<file path="src/rtl/tea_pkg.sv">
// shared constants and types for the terminal activation machine
package tea_pkg;
    localparam int CLK_HZ        = 40_000_000;
    localparam int CYC_PER_MS    = CLK_HZ / 1000;
    localparam int INFO0_RSP_MS  = 25;
    localparam int INFO0_RSP_CYC = INFO0_RSP_MS * CYC_PER_MS;
    localparam int SIG_ID_MS     = 5;
    localparam int SIG_ID_CYC    = SIG_ID_MS * CYC_PER_MS;
    localparam int PERSIST_MS    = 500;
    localparam int PERSIST_CYC   = PERSIST_MS * CYC_PER_MS;
    localparam int T3_MS         = 1000;
    localparam int T3_CYC        = T3_MS * CYC_PER_MS;
    localparam int F3_MAX_FRAMES = 5;
    localparam int TMR_W         = 32;
    localparam logic [1:0] PIN_RST = 2'h0;

    typedef enum logic [8:0] {
        TEA_F1_0 = 9'h001,
        TEA_F1_1 = 9'h002,
        TEA_F2   = 9'h004,
        TEA_F3   = 9'h008,
        TEA_F4   = 9'h010,
        TEA_F5   = 9'h020,
        TEA_F6   = 9'h040,
        TEA_F7   = 9'h080,
        TEA_F8   = 9'h100
    } tea_state_e;

    localparam tea_state_e ST_RST = TEA_F1_0;

    typedef enum logic [1:0] {
        TEA_TX_INFO0 = 2'h0,
        TEA_TX_INFO1 = 2'h1,
        TEA_TX_INFO3 = 2'h3
    } tea_tx_e;

    localparam tea_tx_e TX_RST = TEA_TX_INFO0;

    typedef struct packed {
        logic info0;
        logic info2;
        logic info4;
        logic any_sig;
        logic lost_frame;
    } tea_rx_s;

    typedef struct packed {
        logic ph_ai;
        logic ph_di;
        logic mph_ai;
        logic mph_di;
        logic mph_ii_c;
        logic mph_ii_d;
        logic mph_ei1;
        logic mph_ei2;
    } tea_ind_s;
endpackage

</file>
<file path="src/rtl/tea_fsm.sv">
// terminal activation/deactivation state machine with power-source detection
`timescale 1ns/100ps

module tea_tmr #(
    parameter int CYC = 1
) (
    input  wire logic clk_in,
    input  wire logic rst_in,
    input  wire logic ce_in,
    input  wire logic start_in,
    input  wire logic stop_in,
    output logic      exp_out
);
    import tea_pkg::*;

    localparam logic [TMR_W-1:0] LOAD = CYC[TMR_W-1:0];

    logic [TMR_W-1:0] cnt_q;
    logic [TMR_W-1:0] cnt_d;
    logic             run_q;
    logic             run_d;

    // not gated by start/stop: those are computed from this output
    assign exp_out = run_q && (cnt_q == 32'h1);

    always_comb begin
        cnt_d = cnt_q;
        run_d = run_q;
        if (start_in) begin
            cnt_d = LOAD;
            run_d = 1'b1;
        end else if (stop_in || exp_out) begin
            run_d = 1'b0;
        end else if (run_q) begin
            cnt_d = cnt_q - 32'h1;
        end
    end

    always_ff @(posedge clk_in) begin
        if (rst_in) begin
            cnt_q <= '0;
            run_q <= 1'b0;
        end else if (ce_in) begin
            cnt_q <= cnt_d;
            run_q <= run_d;
        end
    end
endmodule

module tea_fsm #(
    parameter bit SIG_DETECT     = 1'b1,
    parameter bit PERSIST_EN     = 1'b0,
    parameter int T3_CYCLES      = tea_pkg::T3_CYC,
    parameter int PERSIST_CYCLES = tea_pkg::PERSIST_CYC
) (
    input  wire logic          CLK_SYS_IN,
    input  wire logic          SYS_RST_IN,
    input  wire logic          CE_IN,
    input  wire logic          POWER_OK_IN,
    input  wire logic          PSRC_IN,
    input  wire tea_pkg::tea_rx_s RX_IN,
    input  wire logic          ACT_REQ_IN,
    output tea_pkg::tea_tx_e   TX_INFO_OUT,
    output tea_pkg::tea_ind_s  IND_OUT,
    output tea_pkg::tea_state_e STATE_OUT
);
    import tea_pkg::*;

    // pin synchronisers: bit 0 local power, bit 1 power source
    logic [1:0] pin_s1_q;
    logic [1:0] pin_s2_q;
    logic [1:0] pin_s3_q;
    logic [1:0] pin_q;
    logic [1:0] pin_d;
    logic [1:0] pin_prev_q;
    logic       pwr_rise;
    logic       pwr_fall;
    logic       src_on;
    logic       src_fall;

    tea_state_e st_q;
    tea_state_e st_d;
    tea_tx_e    tx_q;
    tea_tx_e    tx_d;
    tea_ind_s   ind_q;
    tea_ind_s   ind_d;
    tea_ind_s   ind;
    logic       t3_go;
    logic       t3_halt;
    logic       t3_exp;
    logic       defer;
    logic       hold_stop;
    logic       hold_exp;
    logic       in_f48;
    logic       in_f67;
    logic       in_f78;
    logic       pre_rx;

    // a change counts once the second and third stage agree
    always_comb begin
        pin_d = (pin_s2_q & pin_s3_q) | (pin_q & (pin_s2_q | pin_s3_q));
    end

    always_ff @(posedge CLK_SYS_IN) begin
        if (SYS_RST_IN) begin
            pin_s1_q   <= PIN_RST;
            pin_s2_q   <= PIN_RST;
            pin_s3_q   <= PIN_RST;
            pin_q      <= PIN_RST;
            pin_prev_q <= PIN_RST;
        end else if (CE_IN) begin
            pin_s1_q   <= {PSRC_IN, POWER_OK_IN};
            pin_s2_q   <= pin_s1_q;
            pin_s3_q   <= pin_s2_q;
            pin_q      <= pin_d;
            pin_prev_q <= pin_q;
        end
    end

    assign pwr_rise = pin_q[0] && !pin_prev_q[0];
    assign pwr_fall = !pin_q[0] && pin_prev_q[0];
    assign src_on   = pin_q[1];
    assign src_fall = !pin_q[1] && pin_prev_q[1];
    assign in_f48   = st_q inside {TEA_F4, TEA_F5, TEA_F6, TEA_F7, TEA_F8};
    assign in_f67   = st_q inside {TEA_F6, TEA_F7};
    assign in_f78   = st_q inside {TEA_F7, TEA_F8};
    assign pre_rx   = pwr_fall || pwr_rise || src_fall || t3_exp;

    tea_tmr #(.CYC(T3_CYCLES)) u_t3 (
        .clk_in   (CLK_SYS_IN),
        .rst_in   (SYS_RST_IN),
        .ce_in    (CE_IN),
        .start_in (t3_go),
        .stop_in  (t3_halt),
        .exp_out  (t3_exp)
    );

    // persistence hold cancelled on F7 re-entry
    assign hold_stop = (st_d == TEA_F7) || ind.ph_di;

    tea_tmr #(.CYC(PERSIST_CYCLES)) u_hold (
        .clk_in   (CLK_SYS_IN),
        .rst_in   (SYS_RST_IN),
        .ce_in    (CE_IN),
        .start_in (defer),
        .stop_in  (hold_stop),
        .exp_out  (hold_exp)
    );

    always_comb begin
        st_d    = st_q;
        ind     = '0;
        t3_go   = 1'b0;
        t3_halt = 1'b0;
        defer   = 1'b0;
        if (pwr_fall) begin
            st_d         = TEA_F1_0;
            t3_halt      = 1'b1;
            ind.mph_ii_d = in_f48 || (st_q == TEA_F3);
            ind.mph_di   = in_f48;
            ind.ph_di    = in_f48;
        end else if (pwr_rise) begin
            if (st_q == TEA_F1_0) begin
                st_d = TEA_F1_1;
            end
        end else begin
            case (st_q)
                TEA_F1_0: begin
                    st_d = TEA_F1_0;
                end
                TEA_F1_1: begin
                    if (src_on) begin
                        // source present, level since it may rise with power
                        st_d = TEA_F2;
                    end else if (SIG_DETECT && RX_IN.info4) begin
                        st_d         = TEA_F7;
                        t3_halt      = 1'b1;
                        ind.mph_ii_c = 1'b1;
                        ind.mph_ai   = 1'b1;
                        ind.ph_ai    = 1'b1;
                    end else if (SIG_DETECT && RX_IN.info2) begin
                        st_d         = TEA_F6;
                        t3_halt      = 1'b1;
                        ind.mph_ii_c = 1'b1;
                    end
                end
                default: begin
                    if (src_fall && !(SIG_DETECT && in_f67)) begin
                        st_d         = TEA_F1_1;
                        t3_halt      = 1'b1;
                        ind.mph_ii_d = (st_q != TEA_F2);
                        ind.mph_di   = in_f48;
                        ind.ph_di    = in_f48;
                    end else if (t3_exp && (st_q inside {TEA_F4, TEA_F5, TEA_F6, TEA_F8})) begin
                        ind.mph_di = 1'b1;
                        ind.ph_di  = 1'b1;
                        // F6 stays, no detour via F3
                        if (st_q != TEA_F6) begin
                            st_d = TEA_F3;
                        end
                    end else if (RX_IN.info0 && (st_q inside {TEA_F2, TEA_F6, TEA_F7, TEA_F8})) begin
                        st_d = TEA_F3;
                        if (st_q == TEA_F2) begin
                            ind.mph_ii_c = 1'b1;
                        end else begin
                            ind.mph_di  = 1'b1;
                            ind.mph_ei2 = (st_q == TEA_F8);
                            defer       = PERSIST_EN && in_f78;
                            ind.ph_di   = !(PERSIST_EN && in_f78);
                        end
                    end else if (RX_IN.info4 && (st_q != TEA_F7)) begin
                        st_d         = TEA_F7;
                        t3_halt      = 1'b1;
                        ind.ph_ai    = 1'b1;
                        ind.mph_ai   = 1'b1;
                        ind.mph_ii_c = (st_q == TEA_F2);
                        ind.mph_ei2  = (st_q inside {TEA_F6, TEA_F8});
                    end else if (RX_IN.info2 && (st_q != TEA_F6)) begin
                        st_d         = TEA_F6;
                        ind.mph_ii_c = (st_q == TEA_F2);
                        ind.mph_ei1  = (st_q == TEA_F7);
                        ind.mph_ei2  = (st_q == TEA_F8);
                    end else if (RX_IN.lost_frame && in_f67) begin
                        st_d        = TEA_F8;
                        ind.mph_ei1 = 1'b1;
                    end else if (RX_IN.any_sig && (st_q == TEA_F4)) begin
                        st_d = TEA_F5;
                    end else if (ACT_REQ_IN && (st_q == TEA_F3)) begin
                        st_d  = TEA_F4;
                        t3_go = 1'b1;
                    end
                end
            endcase
        end
    end

    always_comb begin
        ind_d       = ind;
        ind_d.ph_di = ind.ph_di || (hold_exp && (st_d != TEA_F7));
        case (st_d)
            TEA_F4:          tx_d = TEA_TX_INFO1;
            TEA_F6, TEA_F7:  tx_d = TEA_TX_INFO3;
            default:         tx_d = TEA_TX_INFO0;
        endcase
    end

    always_ff @(posedge CLK_SYS_IN) begin
        if (SYS_RST_IN) begin
            st_q  <= ST_RST;
            tx_q  <= TX_RST;
            ind_q <= '0;
        end else if (CE_IN) begin
            st_q  <= st_d;
            tx_q  <= tx_d;
            ind_q <= ind_d;
        end else begin
            ind_q <= '0;
        end
    end

    assign TX_INFO_OUT = tx_q;
    assign IND_OUT     = ind_q;
    assign STATE_OUT   = st_q;
endmodule

</file>
<file path="config.mk">
export PLATFORM = sky130hd
export DESIGN_NAME = tea_fsm
export DESIGN_NICKNAME = d
export VERILOG_FILES = /design/src/rtl/tea_pkg.sv /design/src/rtl/tea_fsm.sv
export SDC_FILE = /design/constraint.sdc
export NUM_CORES = 1
export LEC_CHECK = 0
export ABC_AREA = 1
export BUFFER_PORTS_ARGS = -buffer_cell sky130_fd_sc_hd__buf_4
export CAP_MARGIN = 20
export CORE_MARGIN = 1.5
export CORE_UTILIZATION = 50
export DETAILED_ROUTE_END_ITERATION = 10
export GPL_ROUTABILITY_DRIVEN = 0
export GPL_TIMING_DRIVEN = 0
export PLACE_DENSITY = 0.7
export SLEW_MARGIN = 10
export SYNTH_ARGS = -nofsm -noshare
export SYNTH_HDL_FRONTEND = slang
export SYNTH_SLANG_ARGS = --single-unit
</file>
<file path="constraint.sdc">
create_clock -name CLK_SYS_IN -period 3.9 [get_ports CLK_SYS_IN]
set_input_delay 0.39 -clock CLK_SYS_IN [delete_from_list [all_inputs] [get_ports CLK_SYS_IN]]
set_output_delay 0.39 -clock CLK_SYS_IN [all_outputs]
set_load 0.05 [all_outputs]
</file>
==> flow_summary.yaml, run 1 <==
status:
  status: "complete, no violations"
clock_network:
  post-cts-setup-buffers: 0
  ctsHoldBuffers: 0
  clock_latency_ns: 0.36
  clock_sinks: 60
  cts_made_buffers: 9
  ctsLongestPathBuffers: 2
  cts_root_buf: "clkbuf_8"
  ctsHtreeMaxLevel: 3
  cts_tree: "done"
  clk_pin_slew_ns: 0.08
  cts_resized: 0
flow_run:
  maxCapViolations: 0
layout:
  layout_commonest_cell: "nand2_1"
  nFillCells: 790
  layout_common_cells: "nand2_1 (107), nor2_1 (101), nand3_1 (75)"
  drive_above_1_share_pct: 13.7
  final_nets: 687
  n_antenna_cell: 0
  area_growth_pct: 13.9
  stdcell_count: 779
  finish.utilization_pct: 59.2
timing:
  setup_viol: 0
  final.setup_skew_ns: 0.0111
  fmax_mhz: 361
  slew-limit-headroom_pct: 58.2
  min_period_over_period_pct: 71.0
  rsz0062_at_grt: "false"
  final.setup.tns_ns: 0
  tightest_slew_ns: 0.623
  setup_ws_ns: 1.13
  hold_violations: 0
  drv_slew: 0
  period_needed_ns: 2.77
place:
  dp.cells: 763
  detailed_place_hpwl_microns: 9000
  port_buffers: 28
  dp_slack_ns: 1.30
synthesis:
  synth_top_cell_by_area: "dfxtp_1"
  syn_nets: 648
  async_flop_share_pct: 0
  syn_inst: 633
  synth_area_sq_mm: 0.00406
  yosysWarnings: 0
  ys.flop_type: "dfxtp_1"
  netlist_top_cells_area: "dfxtp_1 (30%), nand2_1 (9.9%), nor2_1 (9.3%)"
  ys_ff_latch: 60
  ys_seq_area_share_pct: 29.6
  synth_top_area_share_pct: 29.6
  synth_cell_type_count: 44
  avgSynthCellArea_sq_um: 6.41
  synth-edff-count: 0
global_route:
  antenna_found_initial: 0
  grt_pass1_vias: 3920
  grt_max_degree: 13
  grt_pass1_wl_microns: 19700
  grtUsageTotal_pct: 29.2
  grt_overflow: 0
worst_hold_path:
  hp-class: "input port to flop"
floorplanning:
  ios: 30
  core_region_area_sq_mm: 0.00781
  initial_core_util_pct: 51.9
  row_count: 32
  die_area_sq_mm: 0.00866
  die_w_microns: 93.1
  die_height_microns: 93.1
drt:
  route.vias.total: 4452
  ant_nets: 0
  vias_per_cell: 5.72
  post-route-drc-count: 0
  wl_per_cell_microns: 15.3
  routed_wl_microns: 11900
  drt-initial-drc-count: 518
  drt_pre_antenna_iters: 5
pwr:
  p_per_area_mw_per_mm2: 333
  p_leak_nw: 2.08
  ir_drop_mv: 0.296
critical_path:
  critical_path_required_ns: 4.11
  worstSetupPathType: "flop to flop"
  arrival_ns: 2.98
  path_max_fanout: 9
  cp-end-kind: "flop"
  worst_setup_path_start_kind: "flop"
stage by stage:
stage          cell area, sq um  power, mW  hold slack [ns]
2_1_floorplan              4060      0.827            0.447
3_3_place_gp               4390      0.892            0.455
3_5_place_dp               4390      0.896            0.460
4_1_cts                    4620       1.54            0.259
5_1_grt                    4620       1.60            0.256
6_report                   4620       1.54            0.258
power by group:
part / switching (mW) / total (mW) / internal [mW] / leakage (nW)
Sequential: 0.0142 / 0.641 / 0.626 / 0.487
Clock: 0.289 / 0.652 / 0.363 / 0.106
Combinational: 0.173 / 0.247 / 0.0731 / 1.48
Total: 0.477 / 1.54 / 1.06 / 2.08
synth_stat cells (7+ instances only):
library cell,number
nand2_1,107
nor2_1,101
nand3_1,75
a21oi_1,61
dfxtp_1,60
inv_1,51
o21ai_0,34
nand4_1,18
xor2_1,17
clkbuf_1,12
nor3_1,11
nor2_2,8
nand2_2,7
nor4_1,7
sequential cells by signal, summed over array words and instances (netlist names):
signal       cells
pin_s3_q         2
u_t3.cnt_q      32
u_t3.run_q       1
pin_s2_q         2
IND_OUT          6
pin_s1_q         2
pin_q            2
STATE_OUT        9
TX_INFO_OUT      2
pin_prev_q       2
cell type report:
cell class / instances / area, sq um / share of cell area [%]
flip-flops and latches: 60 / 1200 / 26.0
multi-input cells: 489 / 2480 / 53.8
plain buffers: 27 / 155 / 3.36
repair buffers: 28 / 210 / 4.55
inverters: 57 / 214 / 4.63
clock buffers: 9 / 124 / 2.68
well taps: 102 / 128 / 2.76
clock inverters: 7 / 101 / 2.19
critical path, cell delays in order (launching register included):
cell	delay (ns)
dfxtp_1	0.32
buf_4	0.17
nor2_4	0.17
nand2_1	0.13
nor4_1	0.45
nand4_1	0.25
nor4_4	0.53
inv_1	0.34
nand3_1	0.17
a21oi_1	0.08
path summary, 6_finish.rpt:
kind / end / slack, ns / startpoint / depth (start not counted)
max reg2reg: u_t3.cnt_q[27] / 1.13 / STATE_OUT[6] / 9
min: pin_s1_q[1] / 0.26 / PSRC_IN / 3
max: u_t3.cnt_q[27] / 1.13 / STATE_OUT[6] / 9
min reg2reg: pin_s2_q[1] / 0.47 / pin_s1_q[1] / 2
metal layers:
metal | up-vias | wire length [microns] | share of wire, % | GRT usage (%)
met2 | 208 | 4950 | 41 | 41.6
met4 | 0 | 232 | 1.9 | 8.71
met1 | 2031 | 5640 | 47 | 43.3
li1 | 2191 | - | - | -
met3 | 22 | 1120 | 9.4 | 6.67
met5 | - | 0 | 0 | 0
cells by family (layout without fill, tap and decap cells):
group,count (synthesis),in the layout,share of synthesized area [%]
AOI/OAI and AO/OA,114,114,15.3
xor gates and xnor gates,23,23,4.97
adders and majority gates,4,4,1.23
buffers and inverters,84,128,9.10
and+or+nand+nor,348,348,39.7
DFF,60,60,29.6
Note: power is estimated with default switching activity, not from simulation.
==> run 2, diff against run 1 <==
Settings changed: PLACE_DENSITY 0.7 to 0.73.
Clock period 3.9 ns to 2.34 ns, I/O delays scaled along.
==> run 2 against run 1 <==
The run now ends with setup timing left. Cell count up 6.0%. Count of clock-buffer cells in the layout up 1. Clock skew up 0.0054 ns. Worst hold slack worse by 0.15 ns. Die area unchanged. Sequential power up 67%. Non-clock buffer count up 47. Critical path type unchanged.
==> flow_summary.yaml, run 2 (synthesis gave the netlist of run 1 again) <==
status:
  status: "finished with violations"
  violations: "setup timing"
drt:
  drt_pre_antenna_iters: 8
  wl_per_cell_microns: 17.3
  drt-initial-drc-count: 961
  post-route-drc-count: 0
  route.vias.total: 4988
  ant_nets: 0
  vias_per_cell: 6.04
  routed_wl_microns: 14300
global_route:
  grtUsageTotal_pct: 30.3
  grt_max_degree: 12
  antenna_found_initial: 0
  grt_use_met2_pct: 44.7
  met3_usage_pct: 5.37
  grt_pass1_wl_microns: 20500
  grt_pass1_vias: 4135
  grt_util_met1_pct: 44.3
  grt-busiest-layer: "met2"
  grt_overflow: 0
layout:
  nFillCells: 606
  largest_reg_flops: 32
  layout_common_cells: "nand2_1 (93), nor2_1 (85), buf_4 (70)"
  layout_commonest_cell: "nand2_1"
  final_nets: 734
  stdcell_count: 826
  drive_above_1_share_pct: 28.9
  n_antenna_cell: 0
  area_growth_pct: 33.8
  regMostFlops: "u_t3.cnt_q"
clock_network:
  clk_pin_slew_ns: 0.07
  cts_tree: "done"
  clock_latency_ns: 0.36
  ctsHtreeMaxLevel: 3
  cts_root_buf: "clkbuf_8"
  ctsLongestPathBuffers: 2
  cts_made_buffers: 9
  ctsHoldBuffers: 0
  clock_sinks: 60
flow_run:
  maxCapViolations: 0
place:
  port_buffers: 28
  detailed_place_hpwl_microns: 8910
  dp.cells: 763
pwr:
  p_clk_share_pct: 39.7
  p_int_mw: 1.88
  p_leak_nw: 2.43
  p_per_area_mw_per_mm2: 505
  seq_power_share_pct: 39.1
  power_mw: 2.74
  ir_drop_mv: 0.434
  switching_share_pct: 31.5
  pwr-share-comb_pct: 21.1
  switchingPower_mw: 0.862
floorplanning:
  die_w_microns: 93.1
  ios: 30
  core_region_area_sq_mm: 0.00781
  initial_core_util_pct: 51.9
  row_count: 32
  die_height_microns: 93.1
  die_area_sq_mm: 0.00866
worst_hold_path:
  hp-class: "input port to flop"
timing:
  final.setup_skew_ns: 0.0165
  tightest_slew_ns: 0.600
  setup_viol: 34
  slew-limit-headroom_pct: 60.0
  final.setup.tns_ns: -4.08
  min_period_over_period_pct: 108
  setup_ws_ns: -0.199
  hold_violations: 0
  period_needed_ns: 2.54
  fmax_mhz: 394
  drv_slew: 0
  rsz0062_at_grt: "true"
critical_path:
  path_max_fanout: 8
  arrival_ns: 2.74
  worst_setup_path_start_kind: "flop"
  critical_path_required_ns: 2.54
  worstSetupPathType: "flop to flop"
  cp-end-kind: "flop"
## run 2: cell types whose count changed in the layout (fill, tap and decap cells not counted), moves of 9 or more
cell and delta:
buf_4 +38, dfxtp_1 -12, dfxtp_2 +9, nand2_1 -14, nor2_1 -16, nor2_4 +12
## run 2: power groups by stage
stage	combinational (mW)	sequential (mW)	clock [mW]
3_3_place_gp	0.395	1.09	0
4_1_cts	0.466	1.07	1.09
5_1_grt	0.606	1.07	1.14
6_report	0.579	1.07	1.09
3_5_place_dp	0.402	1.09	0
2_1_floorplan	0.240	1.14	0
## run 2: final timing paths
path / endpoint / cells past startpoint / slack, ns / startpoint
worst max-delay path: u_t3.cnt_q[28] / 10 / -0.20 / STATE_OUT[6]
worst min-delay path: pin_s1_q[1] / 3 / 0.10 / PSRC_IN
worst max register to register: u_t3.cnt_q[28] / 10 / -0.20 / STATE_OUT[6]
worst min register to register: TX_INFO_OUT[1] / 2 / 0.47 / TX_INFO_OUT[1]
## run 2: final cells by class
type	count	area [sq um]	area share [%]
Inverter	57	226	4.17
Clock buffer	10	138	2.54
Sequential cell	60	1220	22.6
Tap cell	102	128	2.35
Timing Repair Buffer	75	624	11.5
Clock inverter	6	87.6	1.61
Multi-Input combinational cell	489	2820	51.9
Buffer	27	181	3.34
## run 2: what timing repair did
action	in CTS	in global routing
resized for setup	52	70
buffers inserted	20	26
endpoints found under the setup margin	34	34
pin swaps	14	41
cloned	2	0
## run 2: through the flow
stage | worst slack (ns) | hold slack, ns | utilization (%) | instance area (sq um)
6_report | -0.199 | 0.104 | 69.5 | 5430
5_1_grt | -0.279 | 0.108 | 69.5 | 5430
4_1_cts | 0.0145 | 0.0962 | 64.0 | 5000
3_5_place_dp | -0.252 | 0.460 | 56.3 | 4400
3_3_place_gp | -0.250 | 0.456 | 56.3 | 4400
2_1_floorplan | 0.0265 | 0.369 | - | 4060
## run 2: routing by layer
| metal | up-vias | part of all wire, % |
|---|---|---|
| met5 | - | 0 |
| met4 | 0 | 4.9 |
| met3 | 102 | 12 |
| met2 | 378 | 43 |
| met1 | 2221 | 41 |
| li1 | 2287 | - |
## run 2: critical path, stage by stage, from the launching register on
cell	delay (ns)
dfxtp_2	0.33
buf_8	0.13
nor2_4	0.17
buf_12	0.14
nand2_4	0.07
nor4_1	0.41
nand4_1	0.26
nor4_4	0.40
inv_1	0.26
nand3_1	0.15
a21oi_1	0.07
